$ cat src/iwd_pkg.sv
// Purpose: Shared constants and types for the integer word divider
// Assumes: 32-bit APB data path, one aligned word per register
// Notes: Register offsets are byte addresses
package iwd_pkg;

  // ****************************************************************
  // Register map
  // ****************************************************************
  localparam logic [7:0] IWD_OFS_DIVIDEND = 8'h00;
  localparam logic [7:0] IWD_OFS_DIVISOR = 8'h04;
  localparam logic [7:0] IWD_OFS_CONTROL = 8'h08;
  localparam logic [7:0] IWD_OFS_QUOTIENT = 8'h0c;
  localparam logic [7:0] IWD_OFS_FLAGS = 8'h10;

  // ****************************************************************
  // Field positions
  // ****************************************************************
  localparam int IWD_CTL_GO = 0;
  localparam int IWD_CTL_SIGNED = 1;
  localparam int IWD_CTL_RECORD = 2;
  localparam int IWD_CTL_OE = 3;
  localparam int IWD_CTL_BUSY = 4;
  localparam int IWD_FLG_CR_LSB = 0;
  localparam int IWD_FLG_BUSY = 4;
  localparam int IWD_FLG_OV = 8;
  localparam int IWD_FLG_SO = 9;

  // ****************************************************************
  // Reset values and counts
  // ****************************************************************
  localparam logic [31:0] IWD_RST_WORD = 32'h0000_0000;
  localparam logic [31:0] IWD_MOST_NEG = 32'h8000_0000;
  localparam logic [31:0] IWD_MINUS_ONE = 32'hffff_ffff;
  localparam logic [5:0] IWD_ITER_CNT = 6'h20;

  // ****************************************************************
  // Types
  // ****************************************************************
  typedef struct packed {
    logic oe;
    logic record_bit;
    logic sgn;
  } iwd_op_t;

  typedef struct packed {
    logic less_than_bit;
    logic greater_than_bit;
    logic equal_bit;
    logic so;
  } iwd_cr_t;

  typedef enum logic [1:0] {IWD_IDLE, IWD_RUN, IWD_FIN} iwd_state_t;

  // Magnitude of a two's-complement word
  function automatic logic [31:0] iwd_abs(input logic [31:0] v);
    iwd_abs = v[31] ? 32'(~v + 32'h1) : v;
  endfunction

endpackage

$ cat src/iwd_divcore.sv
// Purpose: Unsigned restoring divider, one quotient bit per cycle
// Assumes: Operands are held by the caller only for the start cycle
// Notes: Remainder is kept internally and not exported
`timescale 1ns/1ns
`default_nettype none
module iwd_divcore
  import iwd_pkg::*;
(
  input wire logic clk_sys,
  input wire logic rstn,
  input wire logic ce,
  input wire logic start,
  input wire logic [31:0] dividend,
  input wire logic [31:0] divisor,
  output logic done,
  output logic [31:0] quot
);

  logic [31:0] rem_r;
  logic [31:0] dvs_r;
  logic [5:0] cnt_r;
  logic [32:0] shifted;
  logic [32:0] diff;

  // Trial subtraction of the shifted partial remainder
  assign shifted = {rem_r, quot[31]};
  assign diff = shifted - {1'b0, dvs_r};

  // Iteration datapath
  always_ff @(posedge clk_sys or negedge rstn) begin
    if (!rstn) begin
      rem_r <= IWD_RST_WORD;
      dvs_r <= IWD_RST_WORD;
      quot <= IWD_RST_WORD;
      cnt_r <= 6'h00;
      done <= 1'b0;
    end else if (ce) begin
      done <= 1'b0;
      if (start) begin
        rem_r <= IWD_RST_WORD;
        dvs_r <= divisor;
        quot <= dividend;
        cnt_r <= IWD_ITER_CNT;
      end else if (cnt_r != 6'h00) begin
        if (!diff[32]) begin
          rem_r <= diff[31:0];
          quot <= {quot[30:0], 1'b1};
        end else begin
          rem_r <= shifted[31:0];
          quot <= {quot[30:0], 1'b0};
        end
        cnt_r <= 6'(cnt_r - 6'h01);
        done <= (cnt_r == 6'h01);
      end
    end
  end

endmodule
`default_nettype wire

$ cat src/iwd_flagcalc.sv
// Purpose: Condition field and overflow flag next-value logic
// Assumes: upd is high for exactly one cycle per finished divide that has overflow-enable set
// Notes: Hardware set beats a software write in the same cycle
`timescale 1ns/1ns
`default_nettype none
module iwd_flagcalc
  import iwd_pkg::*;
(
  input wire logic [31:0] quot,
  input wire logic upd,
  input wire logic ovf,
  input wire logic so_cur,
  input wire logic ov_cur,
  input wire logic wr_en,
  input wire logic wr_so,
  input wire logic wr_ov,
  output iwd_cr_t cr,
  output logic so_nxt,
  output logic ov_nxt
);

  // Overflow flags; software write only when hardware is silent
  always_comb begin
    ov_nxt = ov_cur;
    so_nxt = so_cur;
    if (upd) begin
      ov_nxt = ovf;
    end else if (wr_en) begin
      ov_nxt = wr_ov;
    end
    if (upd && ovf) begin
      so_nxt = 1'b1;
    end else if (wr_en) begin
      so_nxt = wr_so;
    end
  end

  // Signed compare of the quotient against zero
  always_comb begin
    cr.less_than_bit = quot[31];
    cr.greater_than_bit = !quot[31] && (quot != IWD_RST_WORD);
    cr.equal_bit = (quot == IWD_RST_WORD);
    cr.so = so_nxt;
  end

endmodule
`default_nettype wire

$ cat src/iwd_top.sv
// Purpose: APB-controlled 32-bit signed and unsigned word divider
// Assumes: Single clock domain, APB master per AMBA rules
// Notes: Undefined results are given as a zero quotient
//
// The APB register port and the placing of the registers were decided locally.
`timescale 1ns/1ns
`default_nettype none
module iwd_top
  import iwd_pkg::*;
(
  input wire logic clk_sys,
  input wire logic rstn,
  input wire logic ce,
  input wire logic psel,
  input wire logic penable,
  input wire logic pwrite,
  input wire logic [7:0] paddr,
  input wire logic [31:0] pwdata,
  output logic [31:0] prdata,
  output logic pready,
  output logic pslverr,
  output logic div_done,
  output iwd_cr_t condition_field_zero,
  output logic overflow_flag,
  output logic summary_overflow
);

  // ****************************************************************
  // Declarations
  // ****************************************************************
  iwd_state_t state_r;
  iwd_op_t op_r;
  logic [31:0] dividend_source_r;
  logic [31:0] divisor_source_r;
  logic [31:0] quot_r;
  logic ovf_r;
  logic neg_r;
  logic acc_wr;
  logic acc_rd;
  logic go_acc;
  logic flag_wr;
  logic ovf_nxt;
  logic core_start;
  logic core_done;
  logic [31:0] core_quot;
  logic [31:0] core_dvd;
  logic [31:0] core_dvs;
  logic fin;
  iwd_cr_t cr_nxt;
  logic so_nxt;
  logic ov_nxt;
  logic [31:0] rd_word;
  logic busy;

  // ****************************************************************
  // APB slave
  // ****************************************************************

  // Access completes on the cycle where pready is seen high
  assign acc_wr = psel && penable && pready && pwrite;
  assign acc_rd = psel && penable && !pready && !pwrite;
  assign busy = (state_r != IWD_IDLE);
  assign go_acc = acc_wr && (paddr == IWD_OFS_CONTROL) &&
                  pwdata[IWD_CTL_GO] && !busy;
  assign flag_wr = acc_wr && (paddr == IWD_OFS_FLAGS);

  // One wait state keeps every bus output a flop
  always_ff @(posedge clk_sys or negedge rstn) begin
    if (!rstn) begin
      pready <= 1'b0;
    end else if (ce) begin
      pready <= psel && penable && !pready;
    end
  end

  // Read mux, unmapped addresses give zero
  always_comb begin
    rd_word = IWD_RST_WORD;
    if (paddr == IWD_OFS_DIVIDEND) begin
      rd_word = dividend_source_r;
    end else if (paddr == IWD_OFS_DIVISOR) begin
      rd_word = divisor_source_r;
    end else if (paddr == IWD_OFS_CONTROL) begin
      rd_word[IWD_CTL_SIGNED] = op_r.sgn;
      rd_word[IWD_CTL_RECORD] = op_r.record_bit;
      rd_word[IWD_CTL_OE] = op_r.oe;
      rd_word[IWD_CTL_BUSY] = busy;
    end else if (paddr == IWD_OFS_QUOTIENT) begin
      rd_word = quot_r;
    end else if (paddr == IWD_OFS_FLAGS) begin
      rd_word[IWD_FLG_CR_LSB+3:IWD_FLG_CR_LSB] = condition_field_zero;
      rd_word[IWD_FLG_BUSY] = busy;
      rd_word[IWD_FLG_OV] = overflow_flag;
      rd_word[IWD_FLG_SO] = summary_overflow;
    end
  end

  // Read data and error answer, taken when pready rises
  always_ff @(posedge clk_sys or negedge rstn) begin
    if (!rstn) begin
      prdata <= IWD_RST_WORD;
      pslverr <= 1'b0;
    end else if (ce) begin
      if (psel && penable && !pready) begin
        prdata <= acc_rd ? rd_word : IWD_RST_WORD;
        pslverr <= (paddr != IWD_OFS_DIVIDEND) &&
                   (paddr != IWD_OFS_DIVISOR) &&
                   (paddr != IWD_OFS_CONTROL) &&
                   (paddr != IWD_OFS_QUOTIENT) &&
                   (paddr != IWD_OFS_FLAGS);
      end else begin
        pslverr <= 1'b0;
      end
    end
  end

  // operands frozen while busy
  // Writes during a divide are dropped so inputs cannot shift
  always_ff @(posedge clk_sys or negedge rstn) begin
    if (!rstn) begin
      dividend_source_r <= IWD_RST_WORD;
      divisor_source_r <= IWD_RST_WORD;
    end else if (ce && acc_wr && !busy) begin
      if (paddr == IWD_OFS_DIVIDEND) begin
        dividend_source_r <= pwdata;
      end else if (paddr == IWD_OFS_DIVISOR) begin
        divisor_source_r <= pwdata;
      end
    end
  end

  // ****************************************************************
  // Control sequence
  // ****************************************************************

  assign ovf_nxt = (divisor_source_r == IWD_RST_WORD) ||
                   (pwdata[IWD_CTL_SIGNED] &&
                    dividend_source_r == IWD_MOST_NEG &&
                    divisor_source_r == IWD_MINUS_ONE);

  assign core_dvd = pwdata[IWD_CTL_SIGNED] ?
                    iwd_abs(dividend_source_r) : dividend_source_r;
  assign core_dvs = pwdata[IWD_CTL_SIGNED] ?
                    iwd_abs(divisor_source_r) : divisor_source_r;
  assign core_start = go_acc && !ovf_nxt;
  assign fin = ce && (state_r == IWD_FIN);

  // Operation latch on a start
  always_ff @(posedge clk_sys or negedge rstn) begin
    if (!rstn) begin
      op_r <= '0;
      ovf_r <= 1'b0;
      neg_r <= 1'b0;
    end else if (ce && go_acc) begin
      op_r.sgn <= pwdata[IWD_CTL_SIGNED];
      op_r.record_bit <= pwdata[IWD_CTL_RECORD];
      op_r.oe <= pwdata[IWD_CTL_OE];
      ovf_r <= ovf_nxt;
      neg_r <= pwdata[IWD_CTL_SIGNED] &&
               (dividend_source_r[31] ^ divisor_source_r[31]);
    end
  end

  // Sequencer; an undefined divide skips the iterations
  always_ff @(posedge clk_sys or negedge rstn) begin
    if (!rstn) begin
      state_r <= IWD_IDLE;
    end else if (ce) begin
      case (state_r)
        IWD_IDLE: begin
          if (go_acc) begin
            state_r <= ovf_nxt ? IWD_FIN : IWD_RUN;
          end
        end
        IWD_RUN: begin
          if (core_done) begin
            state_r <= IWD_FIN;
          end
        end
        default: begin
          state_r <= IWD_IDLE;
        end
      endcase
    end
  end

  // sign restore gives truncation toward zero
  always_ff @(posedge clk_sys or negedge rstn) begin
    if (!rstn) begin
      quot_r <= IWD_RST_WORD;
    end else if (ce) begin
      if (go_acc && ovf_nxt) begin
        quot_r <= IWD_RST_WORD;
      end else if (state_r == IWD_RUN && core_done) begin
        quot_r <= neg_r ? 32'(~core_quot + 32'h1) : core_quot;
      end
    end
  end

  iwd_divcore u_core (
    .clk_sys(clk_sys),
    .rstn(rstn),
    .ce(ce),
    .start(core_start),
    .dividend(core_dvd),
    .divisor(core_dvs),
    .done(core_done),
    .quot(core_quot)
  );

  // ****************************************************************
  // Flags and completion
  // ****************************************************************
  iwd_flagcalc u_flags (
    .quot(quot_r),
    .upd(fin && op_r.oe),
    .ovf(ovf_r),
    .so_cur(summary_overflow),
    .ov_cur(overflow_flag),
    .wr_en(ce && flag_wr),
    .wr_so(pwdata[IWD_FLG_SO]),
    .wr_ov(pwdata[IWD_FLG_OV]),
    .cr(cr_nxt),
    .so_nxt(so_nxt),
    .ov_nxt(ov_nxt)
  );

  // sticky summary, set wins over clear
  always_ff @(posedge clk_sys or negedge rstn) begin
    if (!rstn) begin
      overflow_flag <= 1'b0;
      summary_overflow <= 1'b0;
    end else if (ce) begin
      overflow_flag <= ov_nxt;
      summary_overflow <= so_nxt;
    end
  end

  always_ff @(posedge clk_sys or negedge rstn) begin
    if (!rstn) begin
      condition_field_zero <= '0;
    end else if (fin && op_r.record_bit) begin
      condition_field_zero <= cr_nxt;
    end
  end

  always_ff @(posedge clk_sys or negedge rstn) begin
    if (!rstn) begin
      div_done <= 1'b0;
    end else if (ce) begin
      div_done <= (state_r == IWD_FIN);
    end
  end

  // ****************************************************************
  // Assertions
  // ****************************************************************
  // Reference arithmetic for the quotient checks, assertions only
  logic [63:0] chk_prod;
  logic [31:0] chk_srem;
  assign chk_prod = {32'h0, quot_r} * {32'h0, divisor_source_r};
  assign chk_srem = 32'(dividend_source_r - quot_r * divisor_source_r);
endmodule
`default_nettype wire

$ cat config.mk
export PLATFORM = sky130hd
export DESIGN_NAME = iwd_top
export DESIGN_NICKNAME = d
export VERILOG_FILES = /design/src/iwd_pkg.sv /design/src/iwd_divcore.sv /design/src/iwd_flagcalc.sv /design/src/iwd_top.sv
export SDC_FILE = /design/constraint.sdc
export NUM_CORES = 1
export LEC_CHECK = 0
export BUFFER_PORTS_ARGS = -buffer_cell sky130_fd_sc_hd__buf_2
export CAP_MARGIN = 20
export CORE_ASPECT_RATIO = 0.75
export CORE_MARGIN = 2
export CORE_UTILIZATION = 52
export CTS_BUF_LIST = sky130_fd_sc_hd__clkbuf_2
export CTS_CLUSTER_SIZE = 25
export DETAILED_ROUTE_END_ITERATION = 12
export GPL_TIMING_DRIVEN = 0
export PLACE_DENSITY = 0.67
export SLEW_MARGIN = 20
export SYNTH_ARGS = -nofsm -noshare
export SYNTH_HDL_FRONTEND = slang
export SYNTH_SLANG_ARGS = --single-unit
$ cat constraint.sdc
create_clock -name clk_sys -period 3.65 [get_ports clk_sys]
set_input_delay 0.5475 -clock clk_sys [delete_from_list [all_inputs] [get_ports clk_sys]]
set_output_delay 0.5475 -clock clk_sys [all_outputs]
set_load 0.02 [all_outputs]
==> impl_metrics.yaml, run 1 <==
timing:
  tns_ns: 0
  worst_hold_slack_ns: 0.1387
  finalCritPeriodShare: 0.9691
  max_freq_mhz: 282.7
  hold_violations: 0
  max-slew-margin-rel: 0.3556
  worst_slack_ns: 0.1127
  finalMaxSlewViolations: 0
  fin_worst_skew_ns: 0.1211
  fin_crit_ns: 3.537
  finalSetupViolations: 0
  worst_pin_slew_ns: 0.9577
grt:
  track_usage: 0.3208
  grt_overflow: 0
  grt_max_degree: 93
  antenna_found_initial: 1
  grt_pass1_wl_mm: 71.32
  grt_pass1_vias: 12510
die:
  die_w_um: 195.7
  dieArea_sq_um: 28910
  rows: 52
  core_sq_um: 27070
  ios: 87
  die_h_um: 147.8
  start_util: 0.5294
clock_tree:
  cts_sinks: 247
  cts_root_buf: "clkbuf_2"
  post_cts_buffers: 0
  cts_tree: "yes"
  htreeDepth: 3
  cts_buffer_depth: 3
  cts_buffers: 66
  clk_transition_reported_paths_ns: 0.10
  clock_latency_ns: 0.92
layout:
  drive_above_1_share: 0.1696
  syn2layout_area_growth_pct: 12.94
  finalNetCount: 1857
  fill_cells: 2424
  fin_util: 0.5979
critical_path:
  cp.required_ns: 4.42
  cp-end-kind: "register"
  cp.arrival_ns: 4.31
  cp-start-kind: "register"
  worstSetupPathType: "reg2reg"
  critPathMaxFanout: 10
drt:
  routed_wl_mm: 45.47
  vias_per_cell: 6.161
  first_pass_iters: 6
  vias: 13280
  wl_per_cell_um: 21.09
  ant_nets: 0
  drt_iter0_drc: 1295
  drc: 0
placement:
  port_buffers: 84
  dp_slack_ns: -0.1071
  finalWeightedCongestion: 0.9464
  dpl.hpwl_mm: 33.32
yosys:
  yosysWarnings: 0
  syn_area_sq_um: 14330
  ys_ff_latch: 247
  syn_avg_cell_area_sq_um: 9.040
  synth_nets: 1671
  ys_seq_area_frac: 0.4314
  ys_async_sr_fraction: 1.000
  synthCells: 1585
  ys.flop_type: "dfrtp_1"
  synthDistinctLibCells: 67
  synth_edf_count: 0
pwr:
  p_switching_mw: 4.302
  p_comb_frac: 0.432
  pwr-share-seq: 0.365
  p_leak_nw: 7.428
  ir_drop_uv: 313.9
  p_int_mw: 5.804
  p_per_area_nw_per_um2: 624.4
  p_clk_frac: 0.203
  swShare: 0.4257
run:
  max_cap_viol_count: 0
min_path:
  min_path_type: "in2reg"
outcome:
  status: "completed"
-- routing by layer --
| layer | GRT usage | vias up | wire (um) |
|---|---|---|---|
| met3 | 0.05795 | 70 | 4215 |
| li1 | - | 6014 | - |
| met1 | 0.5097 | 6503 | 22060 |
| met5 | 0 | - | 0 |
| met4 | 0.09583 | 0 | 807 |
| met2 | 0.4409 | 696 | 18380 |
-- what timing repair did --
action,4_1_cts,5_1_grt
hold endpoints to repair,133,0
hold buffers,32,0
endpoints found under the setup margin,0,52
gates resized for setup,0,7
-- flip-flops by register name, summed over array words and instances (netlist names), 2 cells and up --
signal,count
condition_field_zero,4
dividend_source_r,32
divisor_source_r,32
op_r,3
prdata,32
quot_r,32
state_r,2
u_core.cnt_r,6
u_core.dvs_r,32
u_core.quot,32
u_core.rem_r,32
-- final cells by class --
type | count | area (sq um) | share of cell area
inverters | 58 | 217.7 | 0.01345
diodes | 1 | 2.502 | 0.0001546
repair buffers | 118 | 805.8 | 0.04979
multi-input cells | 1199 | 7602 | 0.4698
plain buffers | 81 | 364.1 | 0.02250
well taps | 351 | 439.2 | 0.02714
clock inverters | 13 | 130.1 | 0.008041
clock buffers | 88 | 440.4 | 0.02722
flip-flops and latches | 247 | 6181 | 0.3819
-- worst max-delay path, stage by stage (launching register included) --
cell and delay [ns]:
dfrtp_1 0.45, inv_1 0.19, ha_1 0.23, inv_1 0.07, fa_1 0.43, a211o_1 0.29, a21oi_1 0.26, or3_4 0.23
a211oi_2 0.10, a211o_1 0.30, nand2_4 0.16, nor2b_1 0.19, buf_2 0.31, a22oi_1 0.11, o21ai_1 0.10
-- cells by family after synthesis --
family,count (synthesis),share of synthesized area
muxes,81,0.06226
AOI/OAI and AO/OA,423,0.1828
buffers and inverters,139,0.04017
adders and majority gates,40,0.03545
and+or+nand+nor,537,0.1758
xor gates and xnor gates,118,0.07213
DFF,247,0.4314
-- power groups by stage --
stage	registers, mW	clock network [mW]	logic [mW]
3_3_place_gp	3.70	0	4.10
3_5_place_dp	3.71	0	4.17
2_1_floorplan	3.57	0	3.11
5_1_grt	3.74	2.22	4.85
6_report	3.69	2.05	4.37
4_1_cts	3.66	2.07	4.23
-- metrics by stage --
stage / power (mW) / cells / cell area, sq um
2_1_floorplan: 6.674 / 1585 / 14330
3_3_place_gp: 7.803 / 2020 / 15190
3_5_place_dp: 7.888 / 2022 / 15260
4_1_cts: 9.959 / 2155 / 16150
5_1_grt: 10.81 / 2156 / 16180
6_report: 10.11 / 2156 / 16180
-- path summary, 6_finish.rpt --
kind                            startpoint               end  slack (ns)  cells after the start
max                        u_core.quot[31]  u_core.rem_r[22]        0.11                     14
max reg2reg                u_core.quot[31]  u_core.rem_r[22]        0.11                     14
min reg2reg                      prdata[1]         prdata[1]        0.47                      2
min in group asynchronous             rstn         prdata[7]        0.23                      2
min                              pwdata[1]             neg_r        0.14                      3
max in group asynchronous             rstn   u_core.quot[24]        2.12                      4
-- layout by cell type (no fill, tap or decap), types with 50 or more instances in the layout --
cell and count:
a21oi_1 64, dfrtp_1 247, inv_1 58, o21ai_0 171, clkbuf_2 88, xor2_1 68, xnor2_1 50, nor2_1 84
mux2_2 65, nand2_1 266, clkbuf_1 53, buf_2 104
-- cell usage after synthesis, drive strengths merged (6+ instances only) --
library cell | count | area share
nand2 | 267 | 0.070
dfrtp | 247 | 0.43
o21ai | 188 | 0.067
nor2 | 87 | 0.024
xor2 | 68 | 0.042
mux2 | 65 | 0.051
a21oi | 64 | 0.022
inv | 58 | 0.015
clkbuf | 53 | 0.014
xnor2 | 50 | 0.031
nand3 | 42 | 0.016
ha | 39 | 0.034
a211oi | 31 | 0.016
buf | 28 | 0.011
o211ai | 24 | 0.013
o31ai | 22 | 0.012
nor3 | 20 | 0.0093
or3 | 20 | 0.0087
nor4 | 18 | 0.0079
a22oi | 17 | 0.0089
mux2i | 16 | 0.011
nand4 | 16 | 0.0070
or4 | 14 | 0.0084
a21o | 12 | 0.0063
and2 | 12 | 0.0052
nor2b | 11 | 0.0048
o41ai | 10 | 0.0061
or2 | 10 | 0.0045
nand2b | 8 | 0.0035
o22ai | 7 | 0.0031
a21boi | 6 | 0.0031
o21a | 6 | 0.0031
o221ai | 6 | 0.0037
No activity file was read; power rests on OpenSTA's default activity.
==> run 2, diff against run 1 <==
--- a/config.mk
+++ b/config.mk
@@ -9,12 +9,12 @@
 export CAP_MARGIN = 20
 export CORE_ASPECT_RATIO = 0.75
 export CORE_MARGIN = 2
-export CORE_UTILIZATION = 52
+export CORE_UTILIZATION = 60
 export CTS_BUF_LIST = sky130_fd_sc_hd__clkbuf_2
 export CTS_CLUSTER_SIZE = 25
 export DETAILED_ROUTE_END_ITERATION = 12
 export GPL_TIMING_DRIVEN = 0
-export PLACE_DENSITY = 0.67
+export PLACE_DENSITY = 0.76
 export SLEW_MARGIN = 20
 export SYNTH_ARGS = -nofsm -noshare
 export SYNTH_HDL_FRONTEND = slang
==> impl_metrics.yaml, run 2 (synthesized netlist as in run 1, its figures left out) <==
outcome:
  status: "completed"
die:
  start_util: 0.6165
  die_h_um: 137.8
  core_sq_um: 23240
  rows: 48
  ios: 87
  dieArea_sq_um: 25150
  die_w_um: 182.4
placement:
  dpl.hpwl_mm: 32.98
  finalWeightedCongestion: 0.9747
  port_buffers: 84
  dp.cells: 1971
pwr:
  finalPower_mw: 9.787
  p_per_area_nw_per_um2: 610.9
  p_switching_mw: 4.238
  pwr-share-seq: 0.377
  swShare: 0.4330
  ir_drop_uv: 371.2
  p_int_mw: 5.549
  p_comb_frac: 0.442
  p_leak_nw: 7.372
  p_clk_frac: 0.181
timing:
  fin_crit_ns: 3.480
  max_freq_mhz: 287.4
  finalCritPeriodShare: 0.9533
  fin_worst_skew_ns: 0.06812
  worst_pin_slew_ns: 1.033
  finalMaxSlewViolations: 0
  max-slew-margin-rel: 0.3047
  finalSetupViolations: 0
  hold_violations: 0
  grt_setup_unrepaired: "no"
layout:
  layout_common_cells: "266 x nand2_1, 247 x dfrtp_1, 171 x o21ai_0"
  mostFrequentLayoutCell: "nand2_1"
  fill_cells: 1913
  syn2layout_area_growth_pct: 11.81
  stdcell_count: 2106
  multi_input_area_sq_um: 7591
  drive_above_1_share: 0.1651
  seq_area_sq_um: 6181
  finalNetCount: 1851
grt:
  grt_pass1_vias: 12510
  grt_overflow: 0
  grt_max_degree: 91
  grt_pass1_wl_mm: 69.50
  antenna_found_initial: 1
  track_usage: 0.3628
min_path:
  hp-start: "pwrite"
  min_path_cells: 3
  min_path_type: "in2reg"
  whs_endpoint: "prdata[3]"
critical_path:
  crit_chain: "or4_4 > or4_4 > nor4_1 > nand2_1 > nor2_1 > a311o_1 > buf_2 > clkbuf_1 > o21ai_0"
  slowest_delay_ns: 0.62
  cp_slowest_cell: "or4_4"
  worstSetupPathType: "reg2reg"
  reg2reg_to: "u_core.dvs_r[19]"
  cp.arrival_ns: 4.22
  cp_common_cell: "or4_4"
  r2r_slack_ns: 0.17
  reg2reg_from: "dividend_source_r[8]"
  worst-r2r-cell-count: 9
  cp-start-kind: "register"
  cp-end-kind: "register"
  cp.required_ns: 4.39
  critPathMaxFanout: 10
  crit_start: "dividend_source_r[8]"
drt:
  vias: 13270
  drc: 0
  ant_nets: 0
  vias_per_cell: 6.301
  routed_wl_mm: 44.82
  first_pass_iters: 6
  drt_iter0_drc: 1479
  wl_per_cell_um: 21.28
clock_tree:
  cts_buffers: 60
  clock_latency_ns: 0.94
  cts_sinks: 247
  htreeDepth: 2
  clk_transition_reported_paths_ns: 0.11
  cts_buffer_depth: 3
  post_cts_buffers: 0
  cts_tree: "yes"
  cts_root_buf: "clkbuf_2"
run:
  max_cap_viol_count: 0
-- run 2: layout make-up --
class	instances	area share
multi-input cells	1199	0.4738
clock buffers	85	0.02655
flip-flops and latches	247	0.3858
clock inverters	17	0.004061
inverters	58	0.01359
diodes	1	0.0001562
well taps	300	0.02343
plain buffers	81	0.02234
repair buffers	118	0.05029
-- run 2: power groups by stage --
stage	combinational, mW	sequential (mW)	clock, mW
floorplan	3.11	3.57	0
global placement	4.07	3.69	0
detailed placement	4.16	3.71	0
CTS	4.22	3.66	1.79
global route	4.75	3.75	1.94
finish	4.32	3.69	1.77
-- run 2: layer usage --
layer	wire, um	part of all wire	GRT usage
met5	0	0	0
met4	1485	0.033	0.1393
met3	5114	0.11	0.1010
met2	17940	0.40	0.4926
met1	20280	0.45	0.5456
-- run 2: worst max-delay path, delay by kind of cell (launching register included) --
| kind | cells | cell delay (ns) |
|---|---|---|
| buf+inv | 2 | 0.77 |
| simple gates | 5 | 1.65 |
| flops | 1 | 0.52 |
| compound gates | 2 | 0.38 |
-- run 2: through the flow --
step           TNS (ns)  utilization  hold slack (ns)  worst slack, ns  area (sq um)
2_1_floorplan         0            -           0.2519           0.7289         14330
3_3_place_gp    -587.12       0.6507           0.4454           -2.388         15120
3_5_place_dp    -0.3602       0.6536           0.4555         -0.04991         15190
4_1_cts               0       0.6885          0.06563          0.08801         16000
5_1_grt               0       0.6893           0.1155          0.01199         16020
6_report              0       0.6893          0.09807           0.1704         16020
-- run 2: how the worst max path moves through the flow --
| stage | endpoint | depth (start not counted) |
|---|---|---|
| after global placement | u_core.rem_r[20] | 1 |
| after CTS | u_core.rem_r[22] | 10 |
| after detailed placement | divisor_source_r[12] | 10 |
| final | u_core.dvs_r[19] | 9 |
| after floorplan | u_core.rem_r[31] | 12 |
| after global routing | u_core.rem_r[12] | 14 |
-- run 2: repair_timing --
action / 4_1_cts / 5_1_grt
hold buffers: 32 / 0
hold endpoints to repair: 137 / 0
gates resized for setup: 0 / 3
setup endpoints to repair: 0 / 85
